===== src/rtl/spio_pkg.sv =====
// Shared constants, types and parity helpers for the storage port
package spio_pkg;
  localparam int BUS_W           = 36;
  localparam int DATA_W          = 32;
  localparam int MARK_W          = 5;
  localparam int KEY_MSB         = 31;
  localparam int KEY_LSB         = 28;
  localparam int TAG_MSB         = 22;
  localparam int TAG_LSB         = 19;
  localparam int BSEL_MSB        = 2;
  localparam int WSEL_BIT        = 2;
  localparam int IDX_MSB         = 8;
  localparam int IDX_LSB         = 3;
  localparam int IDX_W           = IDX_MSB - IDX_LSB + 1;
  localparam int MEM_DEPTH       = 64;
  localparam int FIFO_DEPTH      = 16;
  localparam int FIFO_W          = IDX_W + 1 + 4 + DATA_W;
  localparam int CLK_NS          = 4;
  localparam int DBL_TIMEOUT_NS  = 2000;
  localparam int DBL_TIMEOUT_CYC = DBL_TIMEOUT_NS / CLK_NS;
  localparam int WAIT_TIMEOUT_NS = 4000;
  localparam int WAIT_CYC        = WAIT_TIMEOUT_NS / CLK_NS;
  localparam int CNT_W           = 12;

  typedef enum logic [4:0] {
    SE_IDLE  = 5'b0_0001,
    SE_ACC   = 5'b0_0010,
    SE_STORE = 5'b0_0100,
    SE_FETCH = 5'b0_1000,
    SE_HALT  = 5'b1_0000
  } spio_se_state_t;

  typedef enum logic [3:0] {
    RQ_IDLE = 4'b0001,
    RQ_REQ  = 4'b0010,
    RQ_DATA = 4'b0100,
    RQ_WAIT = 4'b1000
  } spio_rq_state_t;

  // Byte 0 is the most significant byte; its parity sits at bit 35
  function automatic logic [3:0] spio_gen_par(input logic [31:0] w);
    logic [3:0] p;
    p = 4'h0;
    for (int i = 0; i < 4; i++) begin
      p[3-i] = ~^w[31-8*i -: 8];
    end
    return p;
  endfunction : spio_gen_par

  function automatic logic spio_bus_ok(input logic [35:0] b);
    logic ok;
    ok = 1'b1;
    for (int i = 0; i < 4; i++) begin
      ok = ok & (^{b[31-8*i -: 8], b[35-i]});
    end
    return ok;
  endfunction : spio_bus_ok
endpackage : spio_pkg


===== src/rtl/spio_if.sv =====
// Point-to-point link between requester and storage element
`timescale 1ns/1ns
interface spio_if;
  logic        accessReq;
  logic        storeOp;
  logic        doubleCycle;
  logic        testAndSet;
  logic        operationValid;
  logic        suppressLogCheck;
  logic        ignoreErrors;
  logic        logoutHaltRequest;
  logic        powerGood;
  logic [4:0]  byteMark;
  logic [35:0] outBus;
  logic        accept;
  logic        reqAck;
  logic        gateData;
  logic        storageCheck;
  logic        storageHalted;
  logic [35:0] inBus;

  modport storage_element (
    input  accessReq, storeOp, doubleCycle, testAndSet, operationValid,
    input  suppressLogCheck, ignoreErrors, logoutHaltRequest, powerGood,
    input  byteMark, outBus,
    output accept, reqAck, gateData, storageCheck, storageHalted, inBus
  );
  modport io_control_element (
    output accessReq, storeOp, doubleCycle, testAndSet, operationValid,
    output suppressLogCheck, ignoreErrors, logoutHaltRequest, powerGood,
    output byteMark, outBus,
    input  accept, reqAck, gateData, storageCheck, storageHalted, inBus
  );
endinterface : spio_if


===== src/rtl/spio_storage_end.sv =====
// Storage element end of the port with its store-write FIFO
`timescale 1ns/1ns
module spio_fifo #(
  parameter int W = 8,
  parameter int D = 16
) (
  input  wire logic         clk,
  input  wire logic         rst,
  input  wire logic         inValid,
  output      logic         inReady,
  input  wire logic [W-1:0] inData,
  output      logic         outValid,
  input  wire logic         outReady,
  output      logic [W-1:0] outData
);
  localparam int AW = $clog2(D);
  logic [W-1:0] mem [D];
  logic [AW-1:0] wr_q;
  logic [AW-1:0] rd_q;
  logic [AW:0]   cnt_q;
  logic          push;
  logic          pop;

  assign inReady  = (cnt_q != (AW+1)'(D));
  assign outValid = (cnt_q != '0);
  assign outData  = mem[rd_q];
  assign push     = inValid & inReady;
  assign pop      = outValid & outReady;

  always_ff @(posedge clk) begin
    if (push) begin
      mem[wr_q] <= inData;
    end
  end

  always_ff @(posedge clk) begin
    if (rst) begin
      wr_q  <= '0;
      rd_q  <= '0;
      cnt_q <= '0;
    end else begin
      wr_q  <= push ? AW'(wr_q + 1'b1) : wr_q;
      rd_q  <= pop ? AW'(rd_q + 1'b1) : rd_q;
      cnt_q <= (AW+1)'(cnt_q + push - pop);
    end
  end
endmodule : spio_fifo

// Operation
// Shared bus: address+key first, data after accept
// Requester keeps key bits 0-3, zeros 4-7
// Base-area access: key zero, key parity one
// Box tag bits 1-4 checked against strap
// Test-and-set returns byte, then writes ones
// Operation-valid mismatch halts element, check, pulse
// Double cycle; late second request times out
// Power-good interlock gates request latches
// Byte marks with odd parity, stores only
// Request held from cycle start until accept
// Store line dropped before next scan
// Logout stop halts element after current cycle
// Suppress-log-check hides data error reports
// Ignore-errors affects only operation check
// Fetch returns 32 data, 4 parity bits
// Accept takes request, calls for store data
// Acknowledge when request seen and configured
// Gate-data marks valid fetched word
// Storage check on parity, tag, op, multiaccept
// Every check pulses element check, starts wait
// Halted indication; all operations refused
// Store data and marks held to cycle end
module spio_storage_end
  import spio_pkg::*;
(
  input  wire logic       clk,
  input  wire logic       rst,
  input  wire logic [3:0] tagStrap,
  input  wire logic       tagStrapPar,
  input  wire logic       configured,
  input  wire logic       multiAccept,
  input  wire logic       logoutDone,
  output      logic       elementCheckPulse,
  output      logic       lockOthers,
  output      logic       waitExpired,
  spio_if.storage_element sp
);
  spio_se_state_t state_q;
  logic [63:0]    mem [MEM_DEPTH];
  logic [35:0]    addr_q;
  logic           store_q;
  logic           tas_q;
  logic           slc_q;
  logic           dbl_q;
  logic [63:0]    rdDw_q;
  logic [35:0]    inBus_q;
  logic           gate_q;
  logic           check_q;
  logic           elc_q;
  logic           haltPend_q;
  logic           dblPend_q;
  logic [CNT_W-1:0] dblCnt_q;
  logic           waitAct_q;
  logic [CNT_W-1:0] waitCnt_q;
  logic           waitExp_q;
  logic           reqSeen;
  logic           take;
  logic           opBad;
  logic           addrBad;
  logic           markBad;
  logic           dataBad;
  logic           checkEv;
  logic           dblExpire;
  logic           qInValid;
  logic           qInReady;
  logic           qOutValid;
  logic           qOutReady;
  logic [FIFO_W-1:0] qOut;
  logic [31:0]    rdWord;

  // receivers degated while the requester's power is not good
  assign reqSeen = sp.powerGood & sp.accessReq;
  // acknowledge a recognised request on a configured port
  assign sp.reqAck = reqSeen & configured;
  // accept for one cycle; stores then drive data next cycle
  assign sp.accept        = (state_q == SE_ACC);
  // halted indication while stopped for logout
  assign sp.storageHalted = (state_q == SE_HALT);
  assign sp.gateData      = gate_q;
  assign sp.storageCheck  = check_q;
  assign sp.inBus         = inBus_q;
  assign elementCheckPulse = elc_q;
  // keep higher-priority elements out while logout is pending
  assign lockOthers  = haltPend_q | (state_q == SE_HALT);
  assign waitExpired = waitExp_q;

  // fetches wait for queued stores so reads see them
  assign take = (state_q == SE_IDLE) & reqSeen & configured & ~haltPend_q &
                (sp.storeOp ? qInReady : ~qOutValid);
  // special operations must come without operation-valid
  // ignore-errors only masks this operation check
  assign opBad = ~sp.ignoreErrors &
                 ((sp.testAndSet | sp.suppressLogCheck | sp.doubleCycle) ?
                  sp.operationValid : ~sp.operationValid);
  // box tag compare and strap parity check
  assign addrBad = ~spio_bus_ok(sp.outBus) | ~(^{tagStrap, tagStrapPar}) |
                   (sp.outBus[TAG_MSB:TAG_LSB] != tagStrap) | multiAccept;
  // marks carry odd parity over four selects
  assign markBad = (state_q == SE_STORE) & ~(^sp.byteMark);
  // data errors are not reported under suppress-log-check
  assign dataBad = (state_q == SE_STORE) & ~spio_bus_ok(sp.outBus) & ~slc_q;
  // all storage check causes gathered
  assign checkEv = (take & (opBad | addrBad)) | markBad | dataBad;
  assign dblExpire = dblPend_q & (dblCnt_q == CNT_W'(DBL_TIMEOUT_CYC - 1));

  assign rdWord = addr_q[WSEL_BIT] ? rdDw_q[31:0] : rdDw_q[63:32];

  // store data is taken off the shared bus in the cycle after accept
  assign qInValid  = (state_q == SE_STORE) & ~markBad & ~dataBad;
  assign qOutReady = (state_q != SE_FETCH);

  spio_fifo #(
    .W (FIFO_W),
    .D (FIFO_DEPTH)
  ) u_wq (
    .clk      (clk),
    .rst      (rst),
    .inValid  (qInValid),
    .inReady  (qInReady),
    .inData   ({addr_q[IDX_MSB:IDX_LSB], addr_q[WSEL_BIT], sp.byteMark[4:1],
                sp.outBus[31:0]}),
    .outValid (qOutValid),
    .outReady (qOutReady),
    .outData  (qOut)
  );

  always_ff @(posedge clk) begin
    if (rst) begin
      state_q <= SE_IDLE;
    end else begin
      unique case (state_q)
        SE_IDLE: begin
          if (haltPend_q) begin
            state_q <= SE_HALT;
          end else if (take & opBad) begin
            // the whole element stops on an invalid operation
            state_q <= SE_HALT;
          end else if (take & ~addrBad) begin
            state_q <= SE_ACC;
          end
        end
        SE_ACC: begin
          state_q <= store_q ? SE_STORE : SE_FETCH;
        end
        SE_STORE, SE_FETCH: begin
          // stop only once the current cycle is complete
          state_q <= haltPend_q ? SE_HALT : SE_IDLE;
        end
        SE_HALT: begin
          if (logoutDone) begin
            state_q <= SE_IDLE;
          end
        end
      endcase
    end
  end

  always_ff @(posedge clk) begin
    if (rst) begin
      addr_q  <= 36'h0_0000_0000;
      store_q <= 1'b0;
      tas_q   <= 1'b0;
      slc_q   <= 1'b0;
      dbl_q   <= 1'b0;
    end else if (take) begin
      addr_q  <= sp.outBus;
      store_q <= sp.storeOp;
      tas_q   <= sp.testAndSet;
      slc_q   <= sp.suppressLogCheck;
      dbl_q   <= sp.doubleCycle;
    end
  end

  always_ff @(posedge clk) begin
    if (state_q == SE_ACC) begin
      rdDw_q <= mem[addr_q[IDX_MSB:IDX_LSB]];
    end
  end

  // Queue drain and test-and-set never overlap: fetches start on empty
  always_ff @(posedge clk) begin
    if (qOutValid & qOutReady) begin
      for (int b = 0; b < 4; b++) begin
        if (qOut[DATA_W+3-b]) begin
          mem[qOut[FIFO_W-1 -: IDX_W]][(qOut[DATA_W+4] ? 31 : 63) - 8*b -: 8]
            <= qOut[31-8*b -: 8];
        end
      end
    end else if ((state_q == SE_FETCH) & tas_q) begin
      // selected byte of the doubleword is regenerated as ones
      mem[addr_q[IDX_MSB:IDX_LSB]][63 - 8*addr_q[BSEL_MSB:0] -: 8] <= 8'hFF;
    end
  end

  always_ff @(posedge clk) begin
    if (rst) begin
      inBus_q <= 36'h0_0000_0000;
      gate_q  <= 1'b0;
    end else begin
      gate_q <= (state_q == SE_FETCH);
      if (state_q == SE_FETCH) begin
        // one word with byte parity per fetch
        // gate-data rises with the word
        inBus_q <= {spio_gen_par(rdWord), rdWord};
      end
    end
  end

  always_ff @(posedge clk) begin
    if (rst) begin
      check_q <= 1'b0;
      elc_q   <= 1'b0;
    end else begin
      check_q <= checkEv;
      // every check also pulses element check
      elc_q   <= checkEv | dblExpire;
    end
  end

  // logout stop latches; set wins over the clear
  always_ff @(posedge clk) begin
    if (rst) begin
      haltPend_q <= 1'b0;
    end else if (sp.powerGood & sp.logoutHaltRequest) begin
      haltPend_q <= 1'b1;
    end else if ((state_q == SE_HALT) & logoutDone) begin
      haltPend_q <= 1'b0;
    end
  end

  // second half of a double cycle must arrive within the timeout
  always_ff @(posedge clk) begin
    if (rst) begin
      dblPend_q <= 1'b0;
      dblCnt_q  <= '0;
    end else if (((state_q == SE_STORE) | (state_q == SE_FETCH)) & dbl_q) begin
      dblPend_q <= 1'b1;
      dblCnt_q  <= '0;
    end else if (take | dblExpire) begin
      dblPend_q <= 1'b0;
    end else if (dblPend_q) begin
      dblCnt_q <= CNT_W'(dblCnt_q + 1'b1);
    end
  end

  // wait timeout for logout stop, started by any check
  always_ff @(posedge clk) begin
    if (rst) begin
      waitAct_q <= 1'b0;
      waitCnt_q <= '0;
      waitExp_q <= 1'b0;
    end else begin
      waitExp_q <= 1'b0;
      if (checkEv) begin
        waitAct_q <= 1'b1;
        waitCnt_q <= '0;
      end else if (waitAct_q & haltPend_q) begin
        waitAct_q <= 1'b0;
      end else if (waitAct_q) begin
        waitCnt_q <= CNT_W'(waitCnt_q + 1'b1);
        if (waitCnt_q == CNT_W'(WAIT_CYC - 1)) begin
          waitAct_q <= 1'b0;
          waitExp_q <= 1'b1;
        end
      end
    end
  end
endmodule : spio_storage_end

===== src/flat_wrapper.sv =====
// flat-port wrapper written by rule: the top's interface ports become plain ports
module spio_storage_end_flat import spio_pkg::*;
  (clk, rst, tagStrap, tagStrapPar, configured, multiAccept, logoutDone, elementCheckPulse, lockOthers, waitExpired, sp_accessReq, sp_storeOp, sp_doubleCycle, sp_testAndSet, sp_operationValid, sp_suppressLogCheck, sp_ignoreErrors, sp_logoutHaltRequest, sp_powerGood, sp_byteMark, sp_outBus, sp_accept, sp_reqAck, sp_gateData, sp_storageCheck, sp_storageHalted, sp_inBus);
  spio_if sp_i ();
  input  wire logic clk;
  input  wire logic rst;
  input  wire logic [3:0] tagStrap;
  input  wire logic tagStrapPar;
  input  wire logic configured;
  input  wire logic multiAccept;
  input  wire logic logoutDone;
  output      logic elementCheckPulse;
  output      logic lockOthers;
  output      logic waitExpired;
  input wire logic [$bits(sp_i.accessReq)-1:0] sp_accessReq;
  input wire logic [$bits(sp_i.storeOp)-1:0] sp_storeOp;
  input wire logic [$bits(sp_i.doubleCycle)-1:0] sp_doubleCycle;
  input wire logic [$bits(sp_i.testAndSet)-1:0] sp_testAndSet;
  input wire logic [$bits(sp_i.operationValid)-1:0] sp_operationValid;
  input wire logic [$bits(sp_i.suppressLogCheck)-1:0] sp_suppressLogCheck;
  input wire logic [$bits(sp_i.ignoreErrors)-1:0] sp_ignoreErrors;
  input wire logic [$bits(sp_i.logoutHaltRequest)-1:0] sp_logoutHaltRequest;
  input wire logic [$bits(sp_i.powerGood)-1:0] sp_powerGood;
  input wire logic [$bits(sp_i.byteMark)-1:0] sp_byteMark;
  input wire logic [$bits(sp_i.outBus)-1:0] sp_outBus;
  output wire logic [$bits(sp_i.accept)-1:0] sp_accept;
  output wire logic [$bits(sp_i.reqAck)-1:0] sp_reqAck;
  output wire logic [$bits(sp_i.gateData)-1:0] sp_gateData;
  output wire logic [$bits(sp_i.storageCheck)-1:0] sp_storageCheck;
  output wire logic [$bits(sp_i.storageHalted)-1:0] sp_storageHalted;
  output wire logic [$bits(sp_i.inBus)-1:0] sp_inBus;
  assign sp_i.accessReq = sp_accessReq;
  assign sp_i.storeOp = sp_storeOp;
  assign sp_i.doubleCycle = sp_doubleCycle;
  assign sp_i.testAndSet = sp_testAndSet;
  assign sp_i.operationValid = sp_operationValid;
  assign sp_i.suppressLogCheck = sp_suppressLogCheck;
  assign sp_i.ignoreErrors = sp_ignoreErrors;
  assign sp_i.logoutHaltRequest = sp_logoutHaltRequest;
  assign sp_i.powerGood = sp_powerGood;
  assign sp_i.byteMark = sp_byteMark;
  assign sp_i.outBus = sp_outBus;
  assign sp_accept = sp_i.accept;
  assign sp_reqAck = sp_i.reqAck;
  assign sp_gateData = sp_i.gateData;
  assign sp_storageCheck = sp_i.storageCheck;
  assign sp_storageHalted = sp_i.storageHalted;
  assign sp_inBus = sp_i.inBus;
  spio_storage_end u_core (.clk(clk), .rst(rst), .tagStrap(tagStrap), .tagStrapPar(tagStrapPar), .configured(configured), .multiAccept(multiAccept), .logoutDone(logoutDone), .elementCheckPulse(elementCheckPulse), .lockOthers(lockOthers), .waitExpired(waitExpired), .sp(sp_i));
endmodule

===== config.mk =====
export PLATFORM = sky130hd
export DESIGN_NAME = spio_storage_end_flat
export DESIGN_NICKNAME = d
export VERILOG_FILES = /design/src/rtl/spio_pkg.sv /design/src/rtl/spio_if.sv /design/src/rtl/spio_storage_end.sv /design/src/flat_wrapper.sv
export SDC_FILE = /design/constraint.sdc
export NUM_CORES = 2
export LEC_CHECK = 0
export BUFFER_PORTS_ARGS = -buffer_cell sky130_fd_sc_hd__buf_2
export CAP_MARGIN = 40
export CORE_UTILIZATION = 60
export CTS_CLUSTER_DIAMETER = 40
export DETAILED_ROUTE_END_ITERATION = 8
export PLACE_DENSITY_LB_ADDON = 0.15
export SETUP_SLACK_MARGIN = 0.4
export SYNTH_ARGS = -nofsm -noshare
export SYNTH_HDL_FRONTEND = slang
export SYNTH_MEMORY_MAX_BITS = 65536
export SYNTH_SLANG_ARGS = --single-unit

===== constraint.sdc =====
create_clock -name clk -period 5.7 [get_ports clk]
set_clock_uncertainty 0.15 [all_clocks]
set_input_delay 0.57 -clock clk [delete_from_list [all_inputs] [get_ports clk]]
set_output_delay 0.57 -clock clk [all_outputs]
set_load 0.02 [all_outputs]

# Word level (Yosys, flattened, before mapping)
# Memory sizes are Yosys's and may differ from the RTL's. A register that Yosys moved wholly into a read port is not among the register bits.
# Cells that the tools add are included.
# word_totals
ramBits	4784
n_memories	2
latchBits	0
out_inout_bits	44
reg_bits	98
mem_bits_ro	0
wordCells	557
# mem_list
name	words	width	rd	rd_ports_with_merged_regs	write_ports	line	source
u_core.mem	64	64	1	1	1	spio_storage_end.sv:88	logic [63:0] mem [MEM_DEPTH];
u_core.u_wq.mem	16	43	1	1	1	spio_storage_end.sv:17	logic [W-1:0] mem [D];
# op_classes
n_eq_ne	12
n_reduce_logical	21
n_mul	0
n_shift	10
n_bitwise	244
mux	234
addsub	15
n_div	0
order_cmp	0
# op_table
cell	n
$mux W64	7
$shift A8 B33 Y71 const A	4
$shiftx A8 B33 Y71	4
$mux W1	215
$or A1 B1 Y1	204
$neg A32 Y33	3
$shift A8 B34 Y71 const A	1
$shiftx A8 B34 Y71 const A	1
$reduce_or A64 Y1	1
$sub A32 B6 Y32 const B	2
$reduce_xor A9 Y1	4
$neg A32 Y34	1
$neg A6 Y33	1
$mux W32	1
$reduce_xnor A8 Y1	4
$sub A32 B5 Y32 const B	1
$and A1 B1 Y1	26
$mux W5	5
$add A12 B1 Y12 const B	2
$pmux W5 S4	1
$not A1 Y1	14
$eq A12 B10 Y1 const B	1
$eq A12 B9 Y1 const B	1
$mux W4	3
21 further kinds	29

# Depth between registers and ports, before layout
# logic_depth
word_depth	14
depth_mapped	15
ltp_nobuf	14

# By module
# A second synthesis with hierarchy kept.
# hier_totals
cells_unflattened	8536
hier_area_um2	191638.8
# modules_own_cells
module	area_per_inst_um2	seq_area_each_um2	cells_each	instances
spio_storage_end	165037.0	126621.4	7376	1
spio_fifo	26601.8	21000.1	1160	1

# Least setup slack after synthesis
# OpenSTA, ideal clock, no wires.
# synth_timing
kind	register to register
startpoint	reg with a tool-made name
endpoint	mem u_core.mem[0][30], data pin
arrival_ns	3.586
setup_ns	0.531
stages_incl_launch_ff	9
path_slack_ns	1.434
path_cell_list	dfxtp_1 > buf_4 > buf_2 > clkbuf_1 > buf_1 > mux4_2 > mux4_2 > nand2_1 > o21bai_1
# synth_rtl
element	line
to (decl)	spio_storage_end.sv:88

==> metrics.cfg <==
[layout]
fin_nets = 8911
regArea_mm2 = 0.148
drive_gt1_frac = 0.324
multiInputGateArea_mm2 = 0.0423
fill_cells = 18900
final_cell_mix = edfxtp_1 (4848), mux4_2 (1550), nor2_1 (604)
layout_commonest_cell = edfxtp_1
layout.cells.non_filler = 13500
area_delta_synth_final_pct = 14.1

[grt]
grt_pass1_vias = 91900
met2_usage = 0.460
overflow = 0
grt_max_degree = 123
grt.total_usage = 0.286
antenna_found_initial = 14
gr-usage-met1 = 0.411
grt_pass1_wl_um = 658000
use_met3 = 0.0459
grt.busiest_layer = met2

[outcome]
status = completed

[timing]
period_share = 0.856
worstMarginPinSlew_ns = 1.05
period_minus_slack_ns = 4.88
rsz0062_at_grt = no
drv_slew = 0
fmaxAchievable_mhz = 205
setup_viol = 0
relSlewSlack = 0.291
hold_violations = 0
fin_setup_tns_ns = 0

[critical_path]
worstPathRequired_ns = 6.19
cpPeakStageDelay_ns = 0.76
crit_chain = buf_4, mux4_2, a21oi_1, a22o_2, nand3_2, buf_4, buf_4, nor2_1
crit_fanout = 31
crit_top_cell = buf_4
critPathKind = register to register
worst-path-buf-inv = 3
start_kind = register
path_delay_family = simple AND/OR/NAND/NOR gates
arrival_ns = 5.37
cp_slowest_cell = dfxtp_4
cp-end-kind = register

[clocking]
clk_latency_ns = 1.01
numClockSinks = 4950
clockBufferDepth = 4
clk_pin_slew_ns = 0.06
h-tree-depth = 6
cts_made_buffers = 564
cts_tree = built
cts_root_buf = clkbuf_16

[logic_synthesis]
synth_edf_count = 4848
synth_warnings = 0
synth_nets = 8319
synth_fa_ha_area_frac = 0.000953
synth_cell_types = 65
synth_compound_area_frac = 0.00663
synth_top_family_by_area = multiplexers
postSynthAreaPerCell_um2 = 23.3
synth_cells = 8245
ys.flop_type = edfxtp_1
ys_seq_area_frac = 0.770
syn_area_mm2 = 0.192
ys_seq_elements = 4950
muxShareOfSynthArea = 0.185
async_reset_ff_frac = 0
synth-xor-area-share = 0.00551
yosys.area_share.simple = 0.0206

[hold_path]
hold_class = input port to register

[floorplan]
start_util = 0.603
dieArea_mm2 = 0.322
fp.dieW_um = 567
core-area_mm2 = 0.318
fp.dieH_um = 567
io_pins = 104
rows = 207

[route]
routedWlPerCell_um = 33.8
drtAntennaViolNets = 0
drt-vias-per-instance = 6.72
num_vias = 90600
dr.first_iter.drc_count = 11400
dr.pass1.iters = 6
drc = 0
wirelength_um = 456000

[power_and_ir_drop]
seqPwrFrac = 0.476
power-per-cell-area_mw_per_mm2 = 430
total_power_uw = 94100
power.switching_uw = 25000
ir_drop_v = 0.000396
combPwrFrac = 0.139
cell_internal_pwr_uw = 69100
swShare = 0.266
p_leak_uw = 0.0673
p_clk_frac = 0.385

[job]
maxCapViolCount = 0

[placed_design]
io_buffers = 103
hpwl_um = 279000
placed_cells = 12400
routabilityCongestion = 0.826

[logic make-up (layout without fill, tap and decap cells)]
logic type,Yosys count,in the layout
AOI/OAI and AO/OA,167,167
xor gates and xnor gates,111,111
adders and majority gates,14,14
buffers and inverters,482,1542
DFF,4950,4950
muxes,1615,1615
other,0,9
and+or+nand+nor,906,906
[worst paths after layout]
path | slack [ns] | depth (start not counted) | startpoint | to
setup / recovery | 0.82 | 8 | register | u_core.mem[55][42]
hold / removal | 0.11 | 5 | sp_operationValid | u_core.state_q[1]
setup reg to reg | 0.82 | 8 | register | u_core.mem[55][42]
hold reg to reg | 0.30 | 2 | u_core.sp.inBus[32] | u_core.sp.inBus[32]
[repair_timing]
item                      CTS  global route
gates resized for setup     0             0
hold endpoints to repair  610             0
setup buffers               0             0
hold buffers               49             0
[power groups by stage]
stage	clock, uW	sequential (uW)	combinational, uW
floorplan	0	45500	6380
global placement	0	45600	12100
detailed placement	0	45500	13000
CTS	36500	44800	13100
global route	37900	44800	13700
finish	36200	44800	13100
[flip-flops by register name (all words and copies together), names as in the netlist, 4 cells and up, named ones only]
register	count
u_core.rdDw_q	64
u_core.sp.inBus	36
u_core.u_wq.rd_q	4
u_core.dblCnt_q	12
u_core.mem	4096
u_core.addr_q	9
u_core.u_wq.wr_q	4
u_core.state_q	5
u_core.waitCnt_q	12
u_core.u_wq.mem	688
u_core.u_wq.cnt_q	5
[per-layer routing]
layer / vias to the layer above / wire [um]
li1: 36300 / -
met1: 49100 / 178000
met2: 4520 / 226000
met3: 733 / 37300
met4: 12 / 15700
met5: - / 83
[cell type report]
class / count / share of cell area
flip-flops and latches: 4950 / 0.675
multi-input cells: 2813 / 0.193
clock buffers: 671 / 0.0669
well taps: 4180 / 0.0239
repair buffers: 488 / 0.0215
clock inverters: 363 / 0.0193
inverters: 20 / 0.000360
diodes: 9 / 0.000103
[metrics by stage]
step / setup WS (ns) / utilization / hold WS [ns] / area [um2]
finish: 0.823 / 0.688 / 0.114 / 219000
detailed placement: 0.571 / 0.627 / 0.289 / 199000
CTS: 0.714 / 0.688 / 0.0405 / 219000
global placement: 0.466 / 0.624 / 0.281 / 199000
floorplan: 1.43 / - / 0.268 / 192000
global route: 0.657 / 0.688 / 0.171 / 219000
[cells in the mapped netlist, types with 5 or more instances]
library cell / count / area share
edfxtp_1: 4848 / 0.76
mux4_2: 1550 / 0.18
nor2_1: 604 / 0.012
clkbuf_1: 210 / 0.0041
buf_2: 158 / 0.0041
nand2_1: 143 / 0.0028
dfxtp_1: 102 / 0.011
buf_1: 67 / 0.0013
mux2i_1: 64 / 0.0033
xor2_1: 57 / 0.0026
a21o_1: 48 / 0.0019
xnor2_1: 48 / 0.0022
a211oi_1: 32 / 0.0013
nand3_2: 29 / 0.0015
and3_1: 25 / 0.00082
nand3_1: 23 / 0.00060
a21oi_1: 22 / 0.00057
buf_4: 20 / 0.00078
inv_1: 20 / 0.00039
ha_1: 13 / 0.00085
nand4_1: 13 / 0.00042
nor3_1: 13 / 0.00034
o21ai_0: 12 / 0.00031
a31o_2: 10 / 0.00046
nor2b_1: 8 / 0.00026
a22oi_1: 7 / 0.00027
and2_1: 7 / 0.00023
buf_6: 7 / 0.00041
nand4b_1: 6 / 0.00027
and4_1: 5 / 0.00023
nand3b_1: 5 / 0.00020
or4_1: 5 / 0.00020
xnor3_1: 5 / 0.00059
[worst register-to-register path, cell delays in order, from the launching register on]
cell and delay [ns]:
dfxtp_4 0.76, buf_4 0.45, mux4_2 0.56, a21oi_1 0.26, a22o_2 0.43, nand3_2 0.48
buf_4 0.43, buf_4 0.27, nor2_1 0.71
No activity file was read; power rests on OpenSTA's default activity.
